[src/design/link_monitor_pkg.sv]
// constants, register map and field layout of the link error monitor
//
// Overview of operation
// - count control requests unanswered within timeout
// - low twelve bits count, top bit flags overflow
// - count acknowledgements carrying the wrong tag
// - count malformed acknowledgements lacking end marker
// - count incomplete heartbeat packets
// - count every heartbeat period passing without heartbeat
// - four channels each keep own counters
// - lost stream packets counted, saturating at maximum
// - packet buffer overflows counted, saturating at maximum
// - report four-bit port causing buffer overflow
// - count image tag jumps, thirteen-bit range
// - count stream id mismatches, overflow-bit format
package link_monitor_pkg;

  // ----------------------------------------------------------------
  // geometry
  // ----------------------------------------------------------------
  localparam int unsigned CHANNELS      = 4;
  localparam int unsigned ADDR_W        = 8;
  localparam int unsigned DATA_W        = 32;
  localparam int unsigned COUNT_W       = 13;
  localparam int unsigned SAT_W         = 12;
  localparam int unsigned PORT_W        = 4;
  localparam int unsigned SEL_W         = 2;
  localparam int unsigned TAG_W         = 8;
  localparam int unsigned IMG_TAG_W     = 16;
  localparam int unsigned SID_W         = 8;
  localparam int unsigned TIMER_W       = 32;
  localparam int unsigned EVENTS        = 9;

  // ----------------------------------------------------------------
  // timing
  // ----------------------------------------------------------------
  localparam int unsigned CLK_PERIOD_NS = 4;
  localparam int unsigned NS_PER_MS     = 1000000;
  localparam int unsigned ACK_TIMEOUT_MS = 200;
  localparam int unsigned HB_PERIOD_MS  = 100;
  localparam int unsigned ACK_TIMEOUT_CYCLES =
    ACK_TIMEOUT_MS * NS_PER_MS / CLK_PERIOD_NS;
  localparam int unsigned HB_PERIOD_CYCLES =
    HB_PERIOD_MS * NS_PER_MS / CLK_PERIOD_NS;

  // ----------------------------------------------------------------
  // counter limits and fields
  // ----------------------------------------------------------------
  localparam logic [SAT_W-1:0]   COUNT_FULL    = 12'hfff;
  localparam logic [COUNT_W-1:0] SAT12_MAX     = 13'h0fff;
  localparam logic [COUNT_W-1:0] SAT13_MAX     = 13'h1fff;
  localparam int unsigned        OVF_BIT       = 12;
  localparam int unsigned        CTRL_SEL_LSB  = 0;
  localparam int unsigned        CTRL_HBEN_LSB = 4;

  // ----------------------------------------------------------------
  // register byte offsets
  // ----------------------------------------------------------------
  localparam logic [ADDR_W-1:0] OFS_CONTROL       = 8'h00;
  localparam logic [ADDR_W-1:0] OFS_ACK_LOST      = 8'h04;
  localparam logic [ADDR_W-1:0] OFS_TAG_MISMATCH  = 8'h08;
  localparam logic [ADDR_W-1:0] OFS_ACK_MALFORMED = 8'h0c;
  localparam logic [ADDR_W-1:0] OFS_HB_MALFORMED  = 8'h10;
  localparam logic [ADDR_W-1:0] OFS_HB_OVERDUE    = 8'h14;
  localparam logic [ADDR_W-1:0] OFS_LOST_PACKET   = 8'h18;
  localparam logic [ADDR_W-1:0] OFS_PBO_COUNT     = 8'h1c;
  localparam logic [ADDR_W-1:0] OFS_PBO_PORT      = 8'h20;
  localparam logic [ADDR_W-1:0] OFS_IMG_TAG_JUMP  = 8'h24;
  localparam logic [ADDR_W-1:0] OFS_SID_MISMATCH  = 8'h28;
  localparam logic [ADDR_W-1:0] OFS_INT_STATUS    = 8'h2c;
  localparam logic [ADDR_W-1:0] OFS_INT_MASK      = 8'h30;

  // ----------------------------------------------------------------
  // interrupt status bit positions
  // ----------------------------------------------------------------
  localparam int unsigned EV_ACK_LOST      = 0;
  localparam int unsigned EV_TAG_MISMATCH  = 1;
  localparam int unsigned EV_ACK_MALFORMED = 2;
  localparam int unsigned EV_HB_MALFORMED  = 3;
  localparam int unsigned EV_HB_OVERDUE    = 4;
  localparam int unsigned EV_LOST_PACKET   = 5;
  localparam int unsigned EV_PBO           = 6;
  localparam int unsigned EV_IMG_TAG_JUMP  = 7;
  localparam int unsigned EV_SID_MISMATCH  = 8;

endpackage : link_monitor_pkg

[src/design/link_error_monitor.sv]
// link error monitor: per-channel and stream error counters, regs, irq
`timescale 1ns/100ps
`default_nettype none
module link_error_monitor
#(
  parameter int unsigned ACK_TIMEOUT_CYCLES =
    link_monitor_pkg::ACK_TIMEOUT_CYCLES,
  parameter int unsigned HB_PERIOD_CYCLES   =
    link_monitor_pkg::HB_PERIOD_CYCLES
)
(
  input  wire logic                                   clk,
  input  wire logic                                   reset,
  input  wire logic [link_monitor_pkg::ADDR_W-1:0]    reg_addr,
  input  wire logic [link_monitor_pkg::DATA_W-1:0]    reg_wr_data,
  input  wire logic                                   reg_wr,
  input  wire logic                                   reg_rd,
  output var  logic [link_monitor_pkg::DATA_W-1:0]    reg_rd_data,
  output logic                                        irq,
  input  wire logic [link_monitor_pkg::CHANNELS-1:0]  ctrl_req_sent,
  input  wire logic [link_monitor_pkg::CHANNELS-1:0]
                    [link_monitor_pkg::TAG_W-1:0]     ctrl_req_tag,
  input  wire logic [link_monitor_pkg::CHANNELS-1:0]  ack_received,
  input  wire logic [link_monitor_pkg::CHANNELS-1:0]
                    [link_monitor_pkg::TAG_W-1:0]     ack_tag,
  input  wire logic [link_monitor_pkg::CHANNELS-1:0]  ack_complete,
  input  wire logic [link_monitor_pkg::CHANNELS-1:0]  heartbeat_received,
  input  wire logic [link_monitor_pkg::CHANNELS-1:0]  heartbeat_complete,
  input  wire logic                                   packet_lost,
  input  wire logic                                   buffer_overflow,
  input  wire logic [link_monitor_pkg::PORT_W-1:0]    overflow_port,
  input  wire logic                                   image_header,
  input  wire logic [link_monitor_pkg::IMG_TAG_W-1:0] image_tag,
  input  wire logic [link_monitor_pkg::SID_W-1:0]     header_stream_id,
  input  wire logic                                   stream_packet,
  input  wire logic [link_monitor_pkg::SID_W-1:0]     packet_stream_id
);

  localparam int unsigned NCH = link_monitor_pkg::CHANNELS;
  localparam int unsigned CW  = link_monitor_pkg::COUNT_W;
  localparam int unsigned TW  = link_monitor_pkg::TIMER_W;
  localparam int unsigned NEV = link_monitor_pkg::EVENTS;
  localparam logic [TW-1:0] ACK_LAST = TW'(ACK_TIMEOUT_CYCLES - 1);
  localparam logic [TW-1:0] HB_LAST  = TW'(HB_PERIOD_CYCLES - 1);

  // ----------------------------------------------------------------
  // counter arithmetic
  // ----------------------------------------------------------------
  // count wraps into zero while the top bit latches for good
  function automatic logic [CW-1:0] inc_ovf(input logic [CW-1:0] c);
    logic [CW-1:0] r;
    r = c;
    if (c[link_monitor_pkg::SAT_W-1:0] == link_monitor_pkg::COUNT_FULL)
    begin
      r = {1'b1, {link_monitor_pkg::SAT_W{1'b0}}};
    end
    else
    begin
      r = c + 13'h0001;
    end
    return r;
  endfunction : inc_ovf

  function automatic logic [CW-1:0] inc_sat(input logic [CW-1:0] c,
                                            input logic [CW-1:0] max);
    return (c == max) ? c : c + 13'h0001;
  endfunction : inc_sat

  // ----------------------------------------------------------------
  // control registers
  // ----------------------------------------------------------------
  logic [link_monitor_pkg::SEL_W-1:0] channel_select;
  logic [NCH-1:0]                     hb_enable;
  logic [NEV-1:0]                     int_status;
  logic [NEV-1:0]                     int_mask;
  logic [NEV-1:0]                     events;

  wire logic wr_control = reg_wr && reg_addr == link_monitor_pkg::OFS_CONTROL;
  wire logic wr_status  = reg_wr &&
                          reg_addr == link_monitor_pkg::OFS_INT_STATUS;
  wire logic wr_mask    = reg_wr && reg_addr == link_monitor_pkg::OFS_INT_MASK;
  wire logic [NEV-1:0] status_clear =
    wr_status ? reg_wr_data[NEV-1:0] : {NEV{1'b0}};
  // a new event beats a clear landing in the same cycle
  wire logic [NEV-1:0] next_int_status = (int_status & ~status_clear) | events;

  always_ff @(posedge clk or posedge reset)
  begin
    if (reset)
    begin
      channel_select <= '0;
      hb_enable      <= '0;
      int_status     <= '0;
      int_mask       <= '0;
    end
    else
    begin
      if (wr_control)
      begin
        channel_select <= reg_wr_data[link_monitor_pkg::CTRL_SEL_LSB +:
                                      link_monitor_pkg::SEL_W];
        hb_enable      <= reg_wr_data[link_monitor_pkg::CTRL_HBEN_LSB +: NCH];
      end
      if (wr_mask)
      begin
        int_mask <= reg_wr_data[NEV-1:0];
      end
      int_status <= next_int_status;
    end
  end

  assign irq = |(int_status & int_mask);

  // ----------------------------------------------------------------
  // per-channel control and heartbeat watch
  // ----------------------------------------------------------------
  logic [CW-1:0]  ch_ack_lost      [NCH];
  logic [CW-1:0]  ch_tag_mismatch  [NCH];
  logic [CW-1:0]  ch_ack_malformed [NCH];
  logic [CW-1:0]  ch_hb_malformed  [NCH];
  logic [CW-1:0]  ch_hb_overdue    [NCH];
  logic [NCH-1:0] ev_lost;
  logic [NCH-1:0] ev_tag;
  logic [NCH-1:0] ev_ack_bad;
  logic [NCH-1:0] ev_hb_bad;
  logic [NCH-1:0] ev_hb_late;

  for (genvar g = 0; g < NCH; g++)
  begin : chan
    logic                                pending;
    logic [TW-1:0]                       ack_timer;
    logic [TW-1:0]                       hb_timer;
    logic [link_monitor_pkg::TAG_W-1:0]  expected_tag;
    logic [CW-1:0]                       lost;
    logic [CW-1:0]                       tag_bad;
    logic [CW-1:0]                       ack_bad;
    logic [CW-1:0]                       hb_bad;
    logic [CW-1:0]                       hb_late;

    // an ack ends the wait; a malformed one leaves the request open
    wire logic good_ack = ack_received[g] && ack_complete[g];
    wire logic timeout  = pending && ack_timer == ACK_LAST && !good_ack;
    wire logic tag_err  = pending && good_ack &&
                          ack_tag[g] != expected_tag;
    wire logic ack_err  = ack_received[g] && !ack_complete[g];
    wire logic hb_err   = heartbeat_received[g] && !heartbeat_complete[g];
    wire logic hb_ok    = heartbeat_received[g] && heartbeat_complete[g];
    wire logic hb_due   = hb_enable[g] && !hb_ok && hb_timer == HB_LAST;

    assign ev_lost[g]    = timeout;
    assign ev_tag[g]     = tag_err;
    assign ev_ack_bad[g] = ack_err;
    assign ev_hb_bad[g]  = hb_err;
    assign ev_hb_late[g] = hb_due;

    always_ff @(posedge clk or posedge reset)
    begin
      if (reset)
      begin
        pending      <= 1'b0;
        ack_timer    <= '0;
        expected_tag <= '0;
      end
      else if (ctrl_req_sent[g])
      begin
        pending      <= 1'b1;
        ack_timer    <= '0;
        expected_tag <= ctrl_req_tag[g];
      end
      else if (good_ack || timeout)
      begin
        pending      <= 1'b0;
        ack_timer    <= '0;
      end
      else if (pending)
      begin
        ack_timer    <= ack_timer + 32'h1;
      end
    end

    // a disabled channel has no camera to expect heartbeats from
    always_ff @(posedge clk or posedge reset)
    begin
      if (reset)
      begin
        hb_timer <= '0;
      end
      else if (!hb_enable[g] || hb_ok || hb_due)
      begin
        hb_timer <= '0;
      end
      else
      begin
        hb_timer <= hb_timer + 32'h1;
      end
    end

    always_ff @(posedge clk or posedge reset)
    begin
      if (reset)
      begin
        lost    <= '0;
        tag_bad <= '0;
        ack_bad <= '0;
        hb_bad  <= '0;
        hb_late <= '0;
      end
      else
      begin
        if (timeout) lost <= inc_ovf(lost);
        if (tag_err) tag_bad <= inc_ovf(tag_bad);
        if (ack_err) ack_bad <= inc_ovf(ack_bad);
        if (hb_err)  hb_bad <= inc_ovf(hb_bad);
        if (hb_due)  hb_late <= inc_ovf(hb_late);
      end
    end

    assign ch_ack_lost[g]      = lost;
    assign ch_tag_mismatch[g]  = tag_bad;
    assign ch_ack_malformed[g] = ack_bad;
    assign ch_hb_malformed[g]  = hb_bad;
    assign ch_hb_overdue[g]    = hb_late;

  end

  assign events[link_monitor_pkg::EV_ACK_LOST]      = |ev_lost;
  assign events[link_monitor_pkg::EV_TAG_MISMATCH]  = |ev_tag;
  assign events[link_monitor_pkg::EV_ACK_MALFORMED] = |ev_ack_bad;
  assign events[link_monitor_pkg::EV_HB_MALFORMED]  = |ev_hb_bad;
  assign events[link_monitor_pkg::EV_HB_OVERDUE]    = |ev_hb_late;

  // ----------------------------------------------------------------
  // stream counters
  // ----------------------------------------------------------------
  logic [CW-1:0]                          lost_stream_packet_counter;
  logic [CW-1:0]                          packet_buffer_overflow_counter;
  logic [link_monitor_pkg::PORT_W-1:0]    packet_buffer_overflow_port;
  logic [CW-1:0]                          image_tag_jump_counter;
  logic [CW-1:0]                          stream_id_mismatch_counter;
  logic                                   header_seen;
  logic [link_monitor_pkg::IMG_TAG_W-1:0] last_image_tag;
  logic [link_monitor_pkg::SID_W-1:0]     current_stream_id;

  // the first header after reset has nothing to be compared with
  wire logic tag_jump = image_header && header_seen &&
                        image_tag != last_image_tag + 16'h0001;
  wire logic sid_err  = stream_packet && header_seen &&
                        packet_stream_id != current_stream_id;

  always_ff @(posedge clk or posedge reset)
  begin
    if (reset)
    begin
      header_seen       <= 1'b0;
      last_image_tag    <= '0;
      current_stream_id <= '0;
    end
    else if (image_header)
    begin
      header_seen       <= 1'b1;
      last_image_tag    <= image_tag;
      current_stream_id <= header_stream_id;
    end
  end

  always_ff @(posedge clk or posedge reset)
  begin
    if (reset)
    begin
      lost_stream_packet_counter     <= '0;
      packet_buffer_overflow_counter <= '0;
      packet_buffer_overflow_port    <= '0;
      image_tag_jump_counter         <= '0;
      stream_id_mismatch_counter     <= '0;
    end
    else
    begin
      if (packet_lost)
        lost_stream_packet_counter <= inc_sat(lost_stream_packet_counter,
          link_monitor_pkg::SAT12_MAX);
      if (buffer_overflow)
      begin
        packet_buffer_overflow_counter <= inc_sat(
          packet_buffer_overflow_counter, link_monitor_pkg::SAT12_MAX);
        packet_buffer_overflow_port <= overflow_port;
      end
      if (tag_jump)
        image_tag_jump_counter <= inc_sat(image_tag_jump_counter,
          link_monitor_pkg::SAT13_MAX);
      if (sid_err)
        stream_id_mismatch_counter <= inc_ovf(stream_id_mismatch_counter);
    end
  end

  assign events[link_monitor_pkg::EV_LOST_PACKET]  = packet_lost;
  assign events[link_monitor_pkg::EV_PBO]          = buffer_overflow;
  assign events[link_monitor_pkg::EV_IMG_TAG_JUMP] = tag_jump;
  assign events[link_monitor_pkg::EV_SID_MISMATCH] = sid_err;

  // ----------------------------------------------------------------
  // register read path
  // ----------------------------------------------------------------
  // counters are read only: a write to their offsets changes nothing
  wire logic [link_monitor_pkg::ADDR_W-1:0] a = reg_addr;
  wire logic [CW-1:0] sel_lost = ch_ack_lost[channel_select];
  wire logic [CW-1:0] sel_tag  = ch_tag_mismatch[channel_select];
  wire logic [CW-1:0] sel_ackm = ch_ack_malformed[channel_select];
  wire logic [CW-1:0] sel_hbm  = ch_hb_malformed[channel_select];
  wire logic [CW-1:0] sel_hbo  = ch_hb_overdue[channel_select];
  wire logic [link_monitor_pkg::DATA_W-1:0] control_word =
    {24'h000000, hb_enable, 2'b00, channel_select};
  wire logic [link_monitor_pkg::DATA_W-1:0] next_reg_rd_data =
    !reg_rd ? 32'h0 :
    a == link_monitor_pkg::OFS_CONTROL       ? control_word :
    a == link_monitor_pkg::OFS_ACK_LOST      ? {19'h0, sel_lost} :
    a == link_monitor_pkg::OFS_TAG_MISMATCH  ? {19'h0, sel_tag} :
    a == link_monitor_pkg::OFS_ACK_MALFORMED ? {19'h0, sel_ackm} :
    a == link_monitor_pkg::OFS_HB_MALFORMED  ? {19'h0, sel_hbm} :
    a == link_monitor_pkg::OFS_HB_OVERDUE    ? {19'h0, sel_hbo} :
    a == link_monitor_pkg::OFS_LOST_PACKET   ?
      {19'h0, lost_stream_packet_counter} :
    a == link_monitor_pkg::OFS_PBO_COUNT     ?
      {19'h0, packet_buffer_overflow_counter} :
    a == link_monitor_pkg::OFS_PBO_PORT      ?
      {28'h0, packet_buffer_overflow_port} :
    a == link_monitor_pkg::OFS_IMG_TAG_JUMP  ?
      {19'h0, image_tag_jump_counter} :
    a == link_monitor_pkg::OFS_SID_MISMATCH  ?
      {19'h0, stream_id_mismatch_counter} :
    a == link_monitor_pkg::OFS_INT_STATUS    ? {23'h0, int_status} :
    a == link_monitor_pkg::OFS_INT_MASK      ? {23'h0, int_mask} :
    32'h0;

  always_ff @(posedge clk or posedge reset)
  begin
    if (reset)
      reg_rd_data <= '0;
    else
      reg_rd_data <= next_reg_rd_data;
  end
endmodule : link_error_monitor
`default_nettype wire

[config.mk]
export PLATFORM = sky130hd
export DESIGN_NAME = link_error_monitor
export DESIGN_NICKNAME = d
export VERILOG_FILES = /design/src/design/link_monitor_pkg.sv /design/src/design/link_error_monitor.sv
export SDC_FILE = /design/constraint.sdc
export NUM_CORES = 2
export LEC_CHECK = 0
export BUFFER_PORTS_ARGS = -buffer_cell sky130_fd_sc_hd__buf_2
export CAP_MARGIN = 20
export CORE_ASPECT_RATIO = 1.1
export CORE_MARGIN = 3
export CORE_UTILIZATION = 64
export CTS_BUF_LIST = sky130_fd_sc_hd__clkbuf_8
export CTS_CLUSTER_SIZE = 30
export DETAILED_ROUTE_END_ITERATION = 7
export GPL_TIMING_DRIVEN = 0
export PLACE_DENSITY = 0.83
export SYNTH_ARGS = -nofsm -noshare
export SYNTH_HDL_FRONTEND = slang
export SYNTH_SLANG_ARGS = --single-unit
export TNS_END_PERCENT = 50
[constraint.sdc]
create_clock -name clk -period 25.7 [get_ports clk]
set_input_delay 5.14 -clock clk [delete_from_list [all_inputs] [get_ports clk]]
set_output_delay 5.14 -clock clk [all_outputs]
set_load 0.005 [all_outputs]
# --- Word-level counts from Yosys, hierarchy flattened ---
# Cells that the tools add are included.
op_classes:
  addsub: 33
  n_lt_le_gt_ge: 1
  n_eq_ne: 50
  muxes: 75
  n_bitwise: 8
  reduce_logical: 97
ops:
  columns: ["operator", "count"]
  rows:
  - ["13-bit 2-to-1 mux", 43]
  - ["32-bit 2-to-1 mux", 16]
  - ["13-bit by 1-bit adder with 13-bit output (second input constant)", 24]
  - ["32-bit by 1-bit adder with 32-bit output (second input constant)", 8]
  - ["12-bit equality test (second input constant)", 21]
  - ["13-bit binary-select mux with 2-bit select", 5]
  - ["32-bit by 25-bit equality test with 1-bit output (second input constant)", 4]
  - ["32-bit by 26-bit equality test with 1-bit output (second input constant)", 4]
  - ["1-bit logical AND", 47]
  - ["8-bit by 6-bit equality test with 1-bit output (second input constant)", 5]
  - ["8-bit inequality test", 5]
  - ["8-bit by 5-bit equality test with 1-bit output (second input constant)", 4]
  - ["9-bit 2-to-1 mux", 3]
  - ["13-bit by 12-bit equality test with 1-bit output (second input constant)", 2]
  - ["1-bit zero test", 20]
  - ["4-bit OR reduction", 5]
  - ["9-bit AND", 2]
  - ["16-bit by 1-bit adder with 16-bit output (second input constant)", 1]
  - ["8-bit by 4-bit equality test with 1-bit output (second input constant)", 2]
  - ["16-bit inequality test", 1]
  - ["13-bit equality test (second input constant)", 1]
  - ["1-bit logical OR", 12]
  - ["3-bit nonzero test", 4]
  - ["9-bit inverter", 1]
  - ["other kinds (10)", 24]
totals:
  reg_bits: 670
  inputBits: 168
  out_inout_bits: 33

# --- Logic depth before layout (Yosys ltp) ---
depth:
  word_depth: 15
  ltp_mapped: 10
  ltp_nobuf: 8

# --- Worst setup path after synthesis ---
# OpenSTA, ideal clock, no wires.
synth_timing:
  kind: "input to register"
  start: "input reg_addr[1] (netlist name)"
  end: "register reg_rd_data[1] (netlist name)"
  setup_time_ns: 0.121
  arrival_time_ns: 6.865
  path_slack_ns: 18.714
  cell_stages: 9
  n_path_buf: 3
  cell_sequence: "buf_2 -> or4b_2 -> buf_2 -> clkbuf_1 -> nor3_1 -> nor3_1 -> o21ai_0 -> nand4_1 -> a22o_1"
synth_between:
  elab_chain_cells: 15
synth_rtl:
  columns: ["element", "line_no", "rtl"]
  rows:
  - ["start, declared", "link_error_monitor.sv:14", "input wire logic [link_monitor_pkg::ADDR_W-1:0] reg_addr,"]
  - ["8-bit by 6-bit equality test with 1-bit output", "link_error_monitor.sv:331", "a == link_monitor_pkg::OFS_INT_MASK ? {23'h0, int_mask} :"]
  - ["9-bit 2-to-1 mux", "link_error_monitor.sv:331", null]
  - ["9-bit 2-to-1 mux", "link_error_monitor.sv:330", "a == link_monitor_pkg::OFS_INT_STATUS ? {23'h0, int_status} :"]
  - ["13-bit 2-to-1 mux", "link_error_monitor.sv:328", "a == link_monitor_pkg::OFS_SID_MISMATCH ?"]
  - ["13-bit 2-to-1 mux", "link_error_monitor.sv:326", "a == link_monitor_pkg::OFS_IMG_TAG_JUMP ?"]
  - ["13-bit 2-to-1 mux", "link_error_monitor.sv:324", "a == link_monitor_pkg::OFS_PBO_PORT ?"]
  - ["13-bit 2-to-1 mux", "link_error_monitor.sv:322", "a == link_monitor_pkg::OFS_PBO_COUNT ?"]
  - ["13-bit 2-to-1 mux", "link_error_monitor.sv:320", "a == link_monitor_pkg::OFS_LOST_PACKET ?"]
  - ["13-bit 2-to-1 mux", "link_error_monitor.sv:319", "a == link_monitor_pkg::OFS_HB_OVERDUE ? {19'h0, sel_hbo} :"]
  - ["13-bit 2-to-1 mux", "link_error_monitor.sv:318", "a == link_monitor_pkg::OFS_HB_MALFORMED ? {19'h0, sel_hbm} :"]
  - ["13-bit 2-to-1 mux", "link_error_monitor.sv:317", "a == link_monitor_pkg::OFS_ACK_MALFORMED ? {19'h0, sel_ackm} :"]
  - ["13-bit 2-to-1 mux", "link_error_monitor.sv:316", "a == link_monitor_pkg::OFS_TAG_MISMATCH ? {19'h0, sel_tag} :"]
  - ["13-bit 2-to-1 mux", "link_error_monitor.sv:315", "a == link_monitor_pkg::OFS_ACK_LOST ? {19'h0, sel_lost} :"]
  - ["13-bit 2-to-1 mux (*)", "link_error_monitor.sv:314", "a == link_monitor_pkg::OFS_CONTROL ? control_word :"]
  - ["13-bit 2-to-1 mux (*)", "link_error_monitor.sv:313", "!reg_rd ? 32'h0 :"]
  - ["named net next_reg_rd_data, one bit", "link_error_monitor.sv:312", "wire logic [link_monitor_pkg::DATA_W-1:0] next_reg_rd_data ="]
  - ["end signal, assigned", "link_error_monitor.sv:339", "reg_rd_data <= next_reg_rd_data;"]
  - ["end, declared", "link_error_monitor.sv:18", "output var logic [link_monitor_pkg::DATA_W-1:0] reg_rd_data,"]
# The timed path passes the listed nets; every way through them passes the cells marked *.
# A chain may end at the register's enable or synchronous reset.

# --- Worst setup path in the final report ---
layout_timing:
  start: "input reg_addr[0] (netlist name)"
  end: "register reg_rd_data[7] (netlist name)"
# Same word-level chain as after synthesis.

==> metrics <==
fin. max-slew vios 0; DR WL/cell 18.7 um; num rows ~90; CTS Sinks between 600 and 700; vias in the first global route around 27000; Crit-path slowest cell o41ai_1; Detailed Place HPWL ~61 mm; Worst-path clk slew around 0.070 ns; Startpoint Class input port; VDD IR max approximately 0.043 mV; Synth cell types 82; fill cell count about 3700; post-CTS setup buffers 0; Post-Syn Area between 30000 and 40000 um^2; share of cells above drive strength 1 0.154; Layout area overhead 12.1%; antenna violations before repair 13; Primary FF master, synth dfrtp_1; clk_lat worst skew between 0.7 and 0.8 ns; Slew headroom 0.228; Crit Path Class in2reg; utilization after layout 0.732; Synth Register Bits 670; Hold Path End chan[0].lost[12]; Async SR Flop Fraction 1.00; Reg2Reg Depth 6; min-delay src chan[0].lost[12]; Num CTS Buffers between 100 and 150; Pwr Density between 60 and 70 nW/um^2; maximum fanout along the worst path 10; skew final 0.0245 ns; Fin Hold WS 0.465 ns; fmax roughly 130 MHz; die area 56800 um^2; CTS tree built; H-tree depth 3; Core ar. 53000 um^2; CP endpoint kind register; Tcrit/Tclk final 0.289; HP Class reg2reg; RePlAce Congestion slightly below 1; flop-to-flop setup slack 22.26 ns; # DRC 0; Root Buffer clkbuf_8; clk buf depth 3; Post-DRT Antenna Nets 0; CP required about 26 ns; WP data arrival about 8 ns; CP Cell Sequence clkbuf_1, nor4_1, clkbuf_1, nand2_1, nand2_1, a221oi_1, o21ai_0, a21oi_1, o41ai_1; height of the die roughly 250 um; via count 27300; WHS Path Cells 1; Buf+Inv Stages, Crit Path 2; slowest cell delay on critical path between 0.7 and 0.8 ns; final wirelength approximately 85 mm; worst-margin pin slew 1.16 ns; Nets about 3900; syn_area_per_cell 10.1 um^2; leak pwr 16.6 nW; sequential element share of the synthesized area 0.485; hold buffers post-CTS 0; MaxCap Viol Count 0; first-pass GRT wire length ~140 mm; Reg2Reg Launch Point channel_select[1]; outcome finished, final reports clean; Post-synth EDFFs 0; Die Wd 228 um; Vias/cell about 6.0; final-report hold violation count 0; Setup violations, final 0; total grt overflow 0; PostCTS Resize Cnt 0; DRT Pass-1 Iters 6; Synth Instances about 3400; Total Routing Usage GR 0.299; Ys Warns 0; RR Endpoint reg_rd_data[7]; RSZ-0062 raised after global routing false; cell family with most CP delay compound AO/OA/AOI/OAI gates; port bufs 147; Initial Utilization 0.652; largest net degree at the start of global routing 131; fin crit period around 7.4 ns; Ports 201; initial DRC count approximately 2400
## power breakdown
part | leakage [nW] | internal [W] | switching, W
Combinational | 6.33 | 0.000118 | 0.000132
Clock | 1.28 | 0.000522 | 0.000441
Sequential | 8.94 | 0.00113 | 0.000104
## cell usage in the layout (no fill, tap or decap), types with 29 or more instances in the layout
cell type / count
and3_1: 83
clkinv_2: 29
nor3_1: 86
nor4_1: 39
xnor2_1: 261
nand3_1: 209
ha_1: 33
and4_1: 36
mux2_2: 78
nor2_1: 457
o21ai_0: 137
dfrtp_1: 670
nand4_1: 130
inv_1: 87
a21oi_1: 59
mux4_2: 65
xor2_1: 220
clkbuf_8: 140
nand2_1: 313
buf_2: 170
clkbuf_1: 64
or3_1: 31
## routing by layer
metal / global-route usage / part of all wire / up-vias
li1: - / - / 12600
met1: 0.399 / 0.40 / 13300
met2: 0.463 / 0.47 / 1120
met3: 0.0715 / 0.085 / 234
met4: 0.141 / 0.042 / 6
met5: 0 / 0.00056 / -
## state kept, by name, indices dropped and copies added, names as in the netlist, 9 cells and up
signal and count:
chan.ack_bad 52, chan.expected_tag 32, reg_rd_data 13, int_status 9, chan.hb_timer 128, chan.hb_bad 52
image_tag_jump_counter 13, int_mask 9, chan.hb_late 52, chan.tag_bad 52, lost_stream_packet_counter 13, last_image_tag 16
chan.lost 52, stream_id_mismatch_counter 13, chan.ack_timer 128, packet_buffer_overflow_counter 13
## stage by stage
stage	setup slack [ns]	TNS (ns)	power [W]	cells	instance area, um^2
after floorplan	1.78	0	0.00140	3438	34600
after global placement	-4.94	-3245.75	0.00148	4305	36300
after detailed placement	17.88	0	0.00149	4310	36400
after CTS	18.61	0	0.00246	4510	38700
after global routing	18.30	0	0.00255	4519	38700
final	18.29	0	0.00245	4522	38700
## how the worst max path moves through the flow
stage	slack [ns]	cells after the start	endpoint	from
detailed placement	17.88	7	reg_rd_data[2]	reg_addr[0]
floorplan	1.78	1	chan[0].ack_bad[0]	reset
finish	18.29	9	reg_rd_data[7]	reg_addr[0]
global placement	-4.94	2	chan[0].hb_timer[24]	reset
global route	18.30	9	reg_rd_data[3]	reg_addr[2]
CTS	18.61	9	reg_rd_data[8]	reg_addr[6]
## worst register-to-register path, stage by stage (launching register included)
cell and delay [ns]:
dfrtp_1 0.32, clkbuf_1 0.20, clkbuf_1 0.73, buf_1 0.64, mux4_2 0.36, o22ai_1 0.12, o41ai_1 0.88
## synth_stat cells (28+ instances only)
master,instances,area (um^2)
nor3_1,86,430
dfrtp_1,670,16800
and4_1,36,315
nand4_1,130,813
and3_1,83,519
mux4_2,65,1460
o21ai_0,137,686
mux2_2,78,878
xnor2_1,261,2290
clkbuf_1,64,240
xor2_1,220,1930
nand2b_1,28,175
nand2_1,313,1170
or2_2,28,175
nor4_1,39,244
inv_1,68,255
nor2_1,457,1720
ha_1,33,413
a21oi_1,59,295
nand3_1,209,1050
or3_1,31,194
## final cells by class
cell class              count  area [um^2]  share of cell area
flip-flops and latches    670        16800               0.433
clock buffers             140         1930              0.0497
diodes                      9         22.5            0.000581
plain buffers             117          551              0.0142
repair buffers            155          891              0.0230
multi-input cells        2583        17100               0.440
clock inverters            60          375             0.00969
inverters                  68          263             0.00678
well taps                 720          901              0.0232
## logic make-up after synthesis
family / Yosys count / share of synthesized area
buf+inv: 185 / 0.0233
flops: 670 / 0.485
compound gates: 351 / 0.0646
fa+ha+maj: 33 / 0.0119
simple gates: 1550 / 0.223
other cells: 1 / 0.000109
xor+xnor: 481 / 0.122
mux: 149 / 0.0695
(Power assumes the default switching activity.)
